[src/common/cmpc_pkg.sv]
// Shared constants for the comparator control logic.
package cmpc_pkg;

	// ****************************************
	// Register indices; byte address is four times the index.
	// ****************************************
	localparam int ADDR_W = 8;
	localparam logic [5:0] IDX_STATUS = 6'h03;
	localparam logic [5:0] IDX_CTRL = 6'h07;
	localparam logic [5:0] IDX_PIN_DIR = 6'h08;
	localparam logic [5:0] IDX_IRQ_STATUS = 6'h09;
	localparam logic [5:0] IDX_IRQ_MASK = 6'h0a;

	// ****************************************
	// Comparator control fields.
	// ****************************************
	localparam int CTL_RESULT = 7;
	localparam int CTL_DRIVE_OFF = 6;
	localparam int CTL_INVERT_SEL = 5;
	localparam int CTL_CLOCK_SEL = 4;
	localparam int CTL_POWER_ON = 3;
	localparam int CTL_NEG_REF = 2;
	localparam int CTL_POS_REF = 1;
	localparam int CTL_WAKE_DIS = 0;
	localparam logic [7:0] CTL_RESET = 8'hff;
	localparam logic [7:0] CTL_WMASK = 8'h7f;

	// ****************************************
	// Core status flags, pin direction and interrupts.
	// ****************************************
	localparam int STAT_PIN_WAKE = 7;
	localparam int STAT_CMP_WAKE = 6;
	localparam int PIN_DIR_W = 4;
	localparam logic [3:0] PIN_DIR_RESET = 4'hf;
	localparam int PIN_DIR_RESULT_BIT = 2;
	localparam int IRQ_W = 2;
	localparam int IRQ_WAKE = 0;
	localparam int IRQ_CHANGE = 1;
	localparam logic [1:0] IRQ_RESET = 2'h0;

	// ****************************************
	// Bus responses and timer clock sources.
	// ****************************************
	localparam logic [1:0] RESP_OKAY = 2'h0;
	localparam logic [1:0] RESP_DECERR = 2'h3;

	typedef enum logic [1:0] {
		SRC_INSTR = 2'b00,
		SRC_RESULT = 2'b01,
		SRC_EXT_PIN = 2'b10
	} cmpc_src_e;

endpackage

[src/cmpc_clk_mux.sv]
// Timer clock source selection with a registered output.
`timescale 1ns/1ps
module cmpc_clk_mux (
	// Clock, reset, enable
	input wire logic i_clk,
	input wire logic i_rstn,
	input wire logic i_ce,
	// Selection
	input wire logic i_timer_clock_select,
	input wire logic i_comparator_clock_select,
	input wire logic i_result_pin_drive_off,
	input wire logic i_powered,
	// Sources
	input wire logic i_instr_tick,
	input wire logic i_result,
	input wire logic i_ext_pin,
	// Outputs
	output logic o_timer_clk,
	output cmpc_pkg::cmpc_src_e o_src
);
	cmpc_pkg::cmpc_src_e src_d, src_q;
	logic clk_d, clk_q;

	always_comb begin
		// A switched-off comparator leaves the plain external pin selection in charge.
		if (!i_timer_clock_select) begin
			src_d = cmpc_pkg::SRC_INSTR;
		end else if (!i_powered || (i_comparator_clock_select && i_result_pin_drive_off)) begin
			src_d = cmpc_pkg::SRC_EXT_PIN;
		end else begin
			src_d = cmpc_pkg::SRC_RESULT;
		end
		unique case (src_d)
			cmpc_pkg::SRC_INSTR: clk_d = i_instr_tick;
			cmpc_pkg::SRC_RESULT: clk_d = i_result;
			cmpc_pkg::SRC_EXT_PIN: clk_d = i_ext_pin;
			default: clk_d = 1'b0;
		endcase
	end

	always_ff @(posedge i_clk) begin
		if (!i_rstn) begin
			src_q <= cmpc_pkg::SRC_INSTR;
			clk_q <= 1'b0;
		end else if (i_ce) begin
			src_q <= src_d;
			clk_q <= clk_d;
		end
	end

	assign o_timer_clk = clk_q;
	assign o_src = src_q;
endmodule

[src/cmpc_axil.sv]
// AXI4-Lite slave front end turning bus beats into register strobes.
`timescale 1ns/1ps
module cmpc_axil (
	// Clock, reset, enable
	input wire logic i_clk,
	input wire logic i_rstn,
	input wire logic i_ce,
	// Write channels
	input wire logic [7:0] s_axi_awaddr,
	input wire logic s_axi_awvalid,
	output logic s_axi_awready,
	input wire logic [31:0] s_axi_wdata,
	input wire logic [3:0] s_axi_wstrb,
	input wire logic s_axi_wvalid,
	output logic s_axi_wready,
	output logic [1:0] s_axi_bresp,
	output logic s_axi_bvalid,
	input wire logic s_axi_bready,
	// Read channels
	input wire logic [7:0] s_axi_araddr,
	input wire logic s_axi_arvalid,
	output logic s_axi_arready,
	output logic [31:0] s_axi_rdata,
	output logic [1:0] s_axi_rresp,
	output logic s_axi_rvalid,
	input wire logic s_axi_rready,
	// Register side
	output logic o_wr_en,
	output logic [5:0] o_wr_idx,
	output logic [7:0] o_wr_data,
	input wire logic i_wr_hit,
	output logic o_rd_en,
	output logic [5:0] o_rd_idx,
	input wire logic [7:0] i_rd_data,
	input wire logic i_rd_hit
);
	logic aw_have_q, aw_have_d, w_have_q, w_have_d;
	logic w_strb_q, w_strb_d;
	logic [5:0] aw_idx_q, aw_idx_d;
	logic [7:0] w_data_q, w_data_d;
	logic bvalid_q, bvalid_d, rvalid_q, rvalid_d;
	logic [1:0] bresp_q, bresp_d, rresp_q, rresp_d;
	logic [31:0] rdata_q, rdata_d;
	logic do_wr, do_rd;

	// Only byte lane 0 carries register data; other lanes are ignored.
	always_comb begin
		aw_have_d = aw_have_q;
		w_have_d = w_have_q;
		aw_idx_d = aw_idx_q;
		w_data_d = w_data_q;
		w_strb_d = w_strb_q;
		bvalid_d = bvalid_q;
		bresp_d = bresp_q;
		rvalid_d = rvalid_q;
		rresp_d = rresp_q;
		rdata_d = rdata_q;
		if (s_axi_awvalid && !aw_have_q) begin
			aw_have_d = 1'b1;
			aw_idx_d = s_axi_awaddr[7:2];
		end
		if (s_axi_wvalid && !w_have_q) begin
			w_have_d = 1'b1;
			w_data_d = s_axi_wstrb[0] ? s_axi_wdata[7:0] : 8'h00;
			// The strobe is held with the data; the bus may change it once the beat is taken.
			w_strb_d = s_axi_wstrb[0];
		end
		do_wr = aw_have_q && w_have_q && !bvalid_q && w_strb_q;
		if (aw_have_q && w_have_q && !bvalid_q) begin
			aw_have_d = 1'b0;
			w_have_d = 1'b0;
			bvalid_d = 1'b1;
			bresp_d = i_wr_hit ? cmpc_pkg::RESP_OKAY : cmpc_pkg::RESP_DECERR;
		end else if (bvalid_q && s_axi_bready) begin
			bvalid_d = 1'b0;
		end
		do_rd = s_axi_arvalid && !rvalid_q;
		if (do_rd) begin
			rvalid_d = 1'b1;
			rdata_d = {24'h000000, i_rd_data};
			rresp_d = i_rd_hit ? cmpc_pkg::RESP_OKAY : cmpc_pkg::RESP_DECERR;
		end else if (rvalid_q && s_axi_rready) begin
			rvalid_d = 1'b0;
		end
	end

	always_ff @(posedge i_clk) begin
		if (!i_rstn) begin
			aw_have_q <= 1'b0;
			w_have_q <= 1'b0;
			aw_idx_q <= 6'h00;
			w_data_q <= 8'h00;
			w_strb_q <= 1'b0;
			bvalid_q <= 1'b0;
			bresp_q <= 2'h0;
			rvalid_q <= 1'b0;
			rresp_q <= 2'h0;
			rdata_q <= 32'h00000000;
		end else if (i_ce) begin
			aw_have_q <= aw_have_d;
			w_have_q <= w_have_d;
			aw_idx_q <= aw_idx_d;
			w_data_q <= w_data_d;
			w_strb_q <= w_strb_d;
			bvalid_q <= bvalid_d;
			bresp_q <= bresp_d;
			rvalid_q <= rvalid_d;
			rresp_q <= rresp_d;
			rdata_q <= rdata_d;
		end
	end

	assign s_axi_awready = !aw_have_q;
	assign s_axi_wready = !w_have_q;
	assign s_axi_bvalid = bvalid_q;
	assign s_axi_bresp = bresp_q;
	assign s_axi_arready = !rvalid_q;
	assign s_axi_rvalid = rvalid_q;
	assign s_axi_rresp = rresp_q;
	assign s_axi_rdata = rdata_q;
	assign o_wr_en = do_wr && i_ce;
	assign o_wr_idx = aw_idx_q;
	assign o_wr_data = w_data_q;
	assign o_rd_en = do_rd && i_ce;
	assign o_rd_idx = s_axi_araddr[7:2];
endmodule

[src/cmpc_top.sv]
// Comparator control logic: result register, wake detection, pin and timer steering.
//
// How it works
// - Timer clock select 0 counts instruction cycles; 1 takes the external pin when the comparator is off or clock select and drive-off are 1, else the result.
// - With invert select at 1 the result is high when the positive input is above the negative one; at 0 it is the inverse.
// - The result is a read-only bit of the control register that writes leave alone, and it also feeds the timer mux.
// - The wake flag sets only with wake enabled, a latching read done, the device asleep and a result change.
// - The wake flag stays set until software clears it or a reset does.
// - An enabled comparator and its change detection keep running through sleep.
// - Reset loads the control register with all ones, every shared pin analog.
// - The comparator is held powered down while reset is asserted.
// - With drive-off at 0 the result drives the output pin, overriding its direction bit.
// - A switched-off comparator steers no pin and no clock; the other controls decide.
//
// Local design decision: the AXI4-Lite interface to the registers.
`timescale 1ns/1ps
module cmpc_top (
	// Clock, reset, enable
	input wire logic i_clk,
	input wire logic i_rstn,
	input wire logic i_ce,
	// AXI4-Lite write channels
	input wire logic [7:0] s_axi_awaddr,
	input wire logic s_axi_awvalid,
	output logic s_axi_awready,
	input wire logic [31:0] s_axi_wdata,
	input wire logic [3:0] s_axi_wstrb,
	input wire logic s_axi_wvalid,
	output logic s_axi_wready,
	output logic [1:0] s_axi_bresp,
	output logic s_axi_bvalid,
	input wire logic s_axi_bready,
	// AXI4-Lite read channels
	input wire logic [7:0] s_axi_araddr,
	input wire logic s_axi_arvalid,
	output logic s_axi_arready,
	output logic [31:0] s_axi_rdata,
	output logic [1:0] s_axi_rresp,
	output logic s_axi_rvalid,
	input wire logic s_axi_rready,
	// Analog comparator
	input wire logic i_cmp_raw,
	output logic o_comparator_power_on,
	output logic o_positive_reference_select,
	output logic o_negative_reference_select,
	output logic o_analog_pins,
	// Core and timer
	input wire logic i_sleep,
	input wire logic i_pin_change_wake,
	input wire logic i_timer_clock_select,
	input wire logic i_instr_tick,
	input wire logic i_external_timer_clock_pin,
	output logic o_timer_clk,
	// Comparator output pin
	input wire logic i_pin_port_data,
	output logic o_comparator_output_pin_o,
	output logic o_comparator_output_pin_oe,
	// Interrupt
	output logic o_irq
);
	// ****************************************
	// Declarations
	// ****************************************
	logic wr_en, rd_en, wr_hit, rd_hit;
	logic [5:0] wr_idx, rd_idx;
	logic [7:0] wr_data, rd_data;
	logic [7:0] ctl_q, ctl_d;
	logic [cmpc_pkg::PIN_DIR_W-1:0] pin_dir_q, pin_dir_d;
	logic result_q, result_d, latched_q, latched_d, armed_q, armed_d;
	logic cmp_wake_q, cmp_wake_d, pin_wake_q, pin_wake_d;
	logic [cmpc_pkg::IRQ_W-1:0] irq_st_q, irq_st_d, irq_mask_q, irq_mask_d, irq_ev;
	logic power_q, power_d, pref_q, pref_d, nref_q, nref_d, analog_q, analog_d;
	logic pin_o_q, pin_o_d, pin_oe_q, pin_oe_d, irq_q, irq_d;
	logic powered, wake_cond, ctrl_wr, status_wr;
	cmpc_pkg::cmpc_src_e src_unused;

	// ****************************************
	// Bus front end
	// ****************************************
	cmpc_axil u_axil (
		.i_clk(i_clk),
		.i_rstn(i_rstn),
		.i_ce(i_ce),
		.s_axi_awaddr(s_axi_awaddr),
		.s_axi_awvalid(s_axi_awvalid),
		.s_axi_awready(s_axi_awready),
		.s_axi_wdata(s_axi_wdata),
		.s_axi_wstrb(s_axi_wstrb),
		.s_axi_wvalid(s_axi_wvalid),
		.s_axi_wready(s_axi_wready),
		.s_axi_bresp(s_axi_bresp),
		.s_axi_bvalid(s_axi_bvalid),
		.s_axi_bready(s_axi_bready),
		.s_axi_araddr(s_axi_araddr),
		.s_axi_arvalid(s_axi_arvalid),
		.s_axi_arready(s_axi_arready),
		.s_axi_rdata(s_axi_rdata),
		.s_axi_rresp(s_axi_rresp),
		.s_axi_rvalid(s_axi_rvalid),
		.s_axi_rready(s_axi_rready),
		.o_wr_en(wr_en),
		.o_wr_idx(wr_idx),
		.o_wr_data(wr_data),
		.i_wr_hit(wr_hit),
		.o_rd_en(rd_en),
		.o_rd_idx(rd_idx),
		.i_rd_data(rd_data),
		.i_rd_hit(rd_hit)
	);

	function automatic logic idx_hit(input logic [5:0] idx);
		idx_hit = (idx == cmpc_pkg::IDX_STATUS) || (idx == cmpc_pkg::IDX_CTRL) ||
			(idx == cmpc_pkg::IDX_PIN_DIR) || (idx == cmpc_pkg::IDX_IRQ_STATUS) ||
			(idx == cmpc_pkg::IDX_IRQ_MASK);
	endfunction

	assign wr_hit = idx_hit(wr_idx);
	assign rd_hit = idx_hit(rd_idx);
	assign ctrl_wr = wr_en && (wr_idx == cmpc_pkg::IDX_CTRL);
	assign status_wr = wr_en && (wr_idx == cmpc_pkg::IDX_STATUS);

	// Core flags other than the two wake flags live in the core and read as zero here.
	always_comb begin
		rd_data = 8'h00;
		unique case (rd_idx)
			cmpc_pkg::IDX_STATUS: begin
				rd_data[cmpc_pkg::STAT_PIN_WAKE] = pin_wake_q;
				rd_data[cmpc_pkg::STAT_CMP_WAKE] = cmp_wake_q;
			end
			cmpc_pkg::IDX_CTRL: rd_data = {result_q, ctl_q[6:0]};
			cmpc_pkg::IDX_PIN_DIR: rd_data = {4'h0, pin_dir_q};
			cmpc_pkg::IDX_IRQ_STATUS: rd_data = {6'h00, irq_st_q};
			cmpc_pkg::IDX_IRQ_MASK: rd_data = {6'h00, irq_mask_q};
			default: rd_data = 8'h00;
		endcase
	end

	// ****************************************
	// Control and direction registers
	// ****************************************
	always_comb begin
		ctl_d = ctl_q;
		pin_dir_d = pin_dir_q;
		irq_mask_d = irq_mask_q;
		if (ctrl_wr) begin
			// The result bit is never written by software.
			ctl_d = (ctl_q & ~cmpc_pkg::CTL_WMASK) | (wr_data & cmpc_pkg::CTL_WMASK);
		end
		if (wr_en && (wr_idx == cmpc_pkg::IDX_PIN_DIR)) begin
			pin_dir_d = wr_data[cmpc_pkg::PIN_DIR_W-1:0];
		end
		if (wr_en && (wr_idx == cmpc_pkg::IDX_IRQ_MASK)) begin
			irq_mask_d = wr_data[cmpc_pkg::IRQ_W-1:0];
		end
	end

	always_ff @(posedge i_clk) begin
		if (!i_rstn) begin
			ctl_q <= cmpc_pkg::CTL_RESET;
			pin_dir_q <= cmpc_pkg::PIN_DIR_RESET;
			irq_mask_q <= cmpc_pkg::IRQ_RESET;
		end else if (i_ce) begin
			ctl_q <= ctl_d;
			pin_dir_q <= pin_dir_d;
			irq_mask_q <= irq_mask_d;
		end
	end

	// ****************************************
	// Result, read latch and wake detection
	// ****************************************
	// Power is taken from the flop so nothing runs until a cycle after reset release.
	assign powered = power_q;
	// Sleep is deliberately absent from the power path so detection survives sleep.
	assign wake_cond = !ctl_q[cmpc_pkg::CTL_WAKE_DIS] && armed_q && i_sleep &&
		(result_q != latched_q);

	always_comb begin
		// Invert select at 1 passes the comparator straight, at 0 inverts it.
		result_d = powered ? (i_cmp_raw ^ ~ctl_q[cmpc_pkg::CTL_INVERT_SEL]) : 1'b0;
		latched_d = latched_q;
		armed_d = armed_q;
		if (rd_en && (rd_idx == cmpc_pkg::IDX_CTRL)) begin
			latched_d = result_q;
			armed_d = 1'b1;
		end
		pin_wake_d = pin_wake_q;
		cmp_wake_d = cmp_wake_q;
		// Software clears by writing zero; a same-cycle event still sets the flag.
		if (status_wr && !wr_data[cmpc_pkg::STAT_CMP_WAKE]) begin
			cmp_wake_d = 1'b0;
		end
		if (status_wr && !wr_data[cmpc_pkg::STAT_PIN_WAKE]) begin
			pin_wake_d = 1'b0;
		end
		if (wake_cond) begin
			cmp_wake_d = 1'b1;
		end
		if (i_pin_change_wake) begin
			pin_wake_d = 1'b1;
		end
	end

	always_ff @(posedge i_clk) begin
		if (!i_rstn) begin
			result_q <= 1'b0;
			latched_q <= 1'b0;
			armed_q <= 1'b0;
			cmp_wake_q <= 1'b0;
			pin_wake_q <= 1'b0;
		end else if (i_ce) begin
			result_q <= result_d;
			latched_q <= latched_d;
			armed_q <= armed_d;
			cmp_wake_q <= cmp_wake_d;
			pin_wake_q <= pin_wake_d;
		end
	end

	// ****************************************
	// Interrupt status and mask
	// ****************************************
	assign irq_ev[cmpc_pkg::IRQ_WAKE] = wake_cond && !cmp_wake_q;
	assign irq_ev[cmpc_pkg::IRQ_CHANGE] = powered && (result_d != result_q);

	always_comb begin
		irq_st_d = irq_st_q;
		if (wr_en && (wr_idx == cmpc_pkg::IDX_IRQ_STATUS)) begin
			irq_st_d = irq_st_q & ~wr_data[cmpc_pkg::IRQ_W-1:0];
		end
		irq_st_d = irq_st_d | irq_ev;
		irq_d = |(irq_st_d & irq_mask_d);
	end

	always_ff @(posedge i_clk) begin
		if (!i_rstn) begin
			irq_st_q <= cmpc_pkg::IRQ_RESET;
			irq_q <= 1'b0;
		end else if (i_ce) begin
			irq_st_q <= irq_st_d;
			irq_q <= irq_d;
		end
	end

	// ****************************************
	// Analog controls and output pin
	// ****************************************
	always_comb begin
		power_d = ctl_q[cmpc_pkg::CTL_POWER_ON];
		pref_d = power_d && ctl_q[cmpc_pkg::CTL_POS_REF];
		nref_d = power_d && ctl_q[cmpc_pkg::CTL_NEG_REF];
		analog_d = 1'b0;
		if (power_d && !ctl_q[cmpc_pkg::CTL_DRIVE_OFF]) begin
			pin_o_d = result_q;
			pin_oe_d = 1'b1;
		end else begin
			pin_o_d = i_pin_port_data;
			pin_oe_d = !pin_dir_q[cmpc_pkg::PIN_DIR_RESULT_BIT];
		end
	end

	always_ff @(posedge i_clk) begin
		if (!i_rstn) begin
			power_q <= 1'b0;
			pref_q <= 1'b0;
			nref_q <= 1'b0;
			analog_q <= 1'b1;
			pin_o_q <= 1'b0;
			pin_oe_q <= 1'b0;
		end else if (i_ce) begin
			power_q <= power_d;
			pref_q <= pref_d;
			nref_q <= nref_d;
			analog_q <= analog_d;
			pin_o_q <= pin_o_d;
			pin_oe_q <= pin_oe_d;
		end
	end

	// ****************************************
	// Timer clock source
	// ****************************************
	cmpc_clk_mux u_clk_mux (
		.i_clk(i_clk),
		.i_rstn(i_rstn),
		.i_ce(i_ce),
		.i_timer_clock_select(i_timer_clock_select),
		.i_comparator_clock_select(ctl_q[cmpc_pkg::CTL_CLOCK_SEL]),
		.i_result_pin_drive_off(ctl_q[cmpc_pkg::CTL_DRIVE_OFF]),
		.i_powered(powered),
		.i_instr_tick(i_instr_tick),
		.i_result(result_q),
		.i_ext_pin(i_external_timer_clock_pin),
		.o_timer_clk(o_timer_clk),
		.o_src(src_unused)
	);

	assign o_comparator_power_on = power_q;
	assign o_positive_reference_select = pref_q;
	assign o_negative_reference_select = nref_q;
	assign o_analog_pins = analog_q;
	assign o_comparator_output_pin_o = pin_o_q;
	assign o_comparator_output_pin_oe = pin_oe_q;
	assign o_irq = irq_q;
endmodule

[config.mk]
export PLATFORM = sky130hd
export DESIGN_NAME = cmpc_top
export DESIGN_NICKNAME = d
export VERILOG_FILES = /design/src/common/cmpc_pkg.sv /design/src/cmpc_clk_mux.sv /design/src/cmpc_axil.sv /design/src/cmpc_top.sv
export SDC_FILE = /design/constraint.sdc
export NUM_CORES = 1
export LEC_CHECK = 0
export BUFFER_PORTS_ARGS = -buffer_cell sky130_fd_sc_hd__clkbuf_2
export CORE_AREA = 2 2 82 84
export DETAILED_ROUTE_END_ITERATION = 8
export DIE_AREA = 0 0 84 86
export PLACE_DENSITY = 0.86
export SETUP_SLACK_MARGIN = 0.1
export SLEW_MARGIN = 25
export SYNTH_ARGS = -nofsm -noshare
export SYNTH_HDL_FRONTEND = slang
export SYNTH_HIERARCHICAL = 1
export SYNTH_SLANG_ARGS = --single-unit
[constraint.sdc]
create_clock -name i_clk -period 2.2 [get_ports i_clk]
set_clock_uncertainty 0.1 [all_clocks]
set_input_delay 0.11 -clock i_clk [delete_from_list [all_inputs] [get_ports i_clk]]
set_output_delay 0.11 -clock i_clk [all_outputs]
set_load 0.02 [all_outputs]
==> key figures <==
Placement
  • DP Wirelength: 4650 µm
  • Placed insts: 438
  • Number of port buffers: 60
  • GPL Wtd Cong: 0.9377

Synth
  • Netlist Area Pre-Place: 2950 µm²
  • Synth warn: 6
  • Gate Count Post-Synth: 323
  • Mean area per synthesized cell: 9.134 µm²

Setup path
  • Crit path kind: flop to flop
  • Arr. time, crit path: 2.07 ns
  • Startpoint Class: flop
  • Worst Path Required: 2.32 ns
  • Reg2Reg Depth: 6
  • Critical Path Fanout Max: 5
  • Critical Path Sink Type: flop

Power
  • Static leakage: 1.587 nW
  • PD cells: 669.3 nW/µm²
  • Max VDD drop: 320.7 µV

Floorplanning
  • Row cnt: 29
  • Core ar.: 6277 µm²
  • Die Wd: 84 µm
  • Die Ht: 86 µm
  • Initial Util: 47.00%
  • Die Area: 7224 µm²
  • Num ports: 116

Clock network
  • Clock Path Buffers: 2
  • CTS tree: built
  • Clock Tree Root: clkbuf_8
  • Cts bufs inserted: 9
  • Reg clk slew, reported paths: 0.06 ns
  • Setup Buffers After CTS: 0
  • CTS H-tree lvls: 3
  • Worst skew pair latency: 0.34 ns
  • Sink Count: 57

GRT
  • Total GRT Usage: 18.71%
  • Antenna violations before repair: 0
  • Vias in the first global route: 2,297
  • Global-route wire length before repair: 10,490 µm
  • GRT overflow: 0
  • Largest net degree at the start of global routing: 29

Timing
  • Crit share post-route: 88.90%
  • Slew Viols, Final: 0
  • Tightest Pin Transition: 0.5344 ns
  • Final number of setup-violating endpoints: 0
  • Setup TNS: 0 ns
  • RSZ-0062 raised after global routing: no
  • Fin crit period: 1.956 ns
  • Max Clock Freq: 511.3 MHz
  • Fin. Hold Viols: 0
  • Max-slew headroom: 64.37%

Final layout
  • Reg area: 1141 µm²
  • Multi-input logic area: 1519 µm²
  • Share of cells above drive strength 1: 23.74%
  • Layout area overhead: 18.32%
  • Nets: 458
  • Diode count: 0
  • Fillers: 554
  • Layout Cells excl Fill: 473

Routing
  • DRC viols: 0
  • Vias: 2,407
  • Final ANT Viol Nets: 0
  • First DRT Iteration DRCs: 110
  • DR WL/cell: 13.92 µm
  • Final wirelength: 6584 µm
  • Pre-Repair DR Iteration Count: 4
  • Vias/cell: 5.089

Min path
  • Worst hold path type: input port to flop
  • Hold path depth: 4

Status
  • Status: complete, no violations

Job
  • Max Cap Viol: 0
per-layer routing:
metal	track usage, %	vias up	routed length, µm
met5	0	-	0
met1	22.08	1113	2861
met2	30.91	83	3109
met4	10.56	0	214
met3	5.005	19	399
li1	-	1192	-
critical path: stages (launching register included):
cell and delay, ns:
dfxtp_1 0.37, and4b_1 0.36, and2_1 0.21, and4bb_2 0.31
nand3_2 0.18, mux2i_1 0.23, nand2_1 0.08
where the power goes:
| part | switching [mW] | internal (mW) |
|---|---|---|
| Clock | 0.411 | 0.529 |
| Combinational | 0.180 | 0.122 |
| Sequential | 0.0293 | 1.07 |
| Total | 0.620 | 1.72 |
cells in the final DEF, fill, tap and decap left out, types with 3 or more instances in the layout:
cell	count
conb_1	24
nand2_1	63
o21a_1	3
inv_1	6
nand3_1	11
nor3_1	4
mux2i_1	42
buf_4	3
nor3b_1	4
dlygate4sd3_1	19
clkbuf_2	60
clkbuf_8	13
a21oi_1	8
nor2_1	12
o21ai_0	6
and2_1	4
a22o_1	4
dfxtp_1	57
repair_timing:
item,4_1_cts,5_1_grt
gates resized for setup,0,0
hold endpoints to repair,19,0
hold buffers,19,0
flip-flops by register name, summed over array words and instances (netlist names), 2 cells and up:
register,count
u_axil/o_wr_data,8
irq_mask_q,2
ctl_q,7
pin_dir_q,4
irq_st_q,2
u_axil/o_wr_idx,6
u_axil/s_axi_rdata,8
final timing paths:
| kind | from | end | slack [ns] |
|---|---|---|---|
| setup / recovery | u_axil/aw_have_q | pin_dir_q[2] | 0.24 |
| hold / removal | i_sleep | cmp_wake_q | 0.03 |
| setup reg to reg | u_axil/aw_have_q | pin_dir_q[2] | 0.24 |
| hold reg to reg | u_axil/s_axi_rdata[2] | u_axil/s_axi_rdata[2] | 0.36 |
layout make-up:
cell class                      instances  area share, %
Multi-Input combinational cell        234          43.51
Sequential cell                        57          32.69
Clock inverter                          2         0.2867
Timing Repair Buffer                   82          14.70
Inverter                                7         0.8244
Tap cell                               77          2.760
Clock buffer                           14          5.233
metrics by stage:
stage,hold slack [ns],total power [mW],util [%],instance area (µm²),setup WS (ns)
global route,0.03104,2.435,55.61,3491,0.1394
floorplan,0.07194,1.360,-,3037,0.3649
global placement,0.2439,1.385,49.51,3108,0.3566
detailed placement,0.2562,1.391,49.51,3108,0.2935
finish,0.03182,2.336,55.61,3491,0.2442
CTS,0.006956,2.353,55.61,3491,0.2854
(Power assumes the default switching activity.)
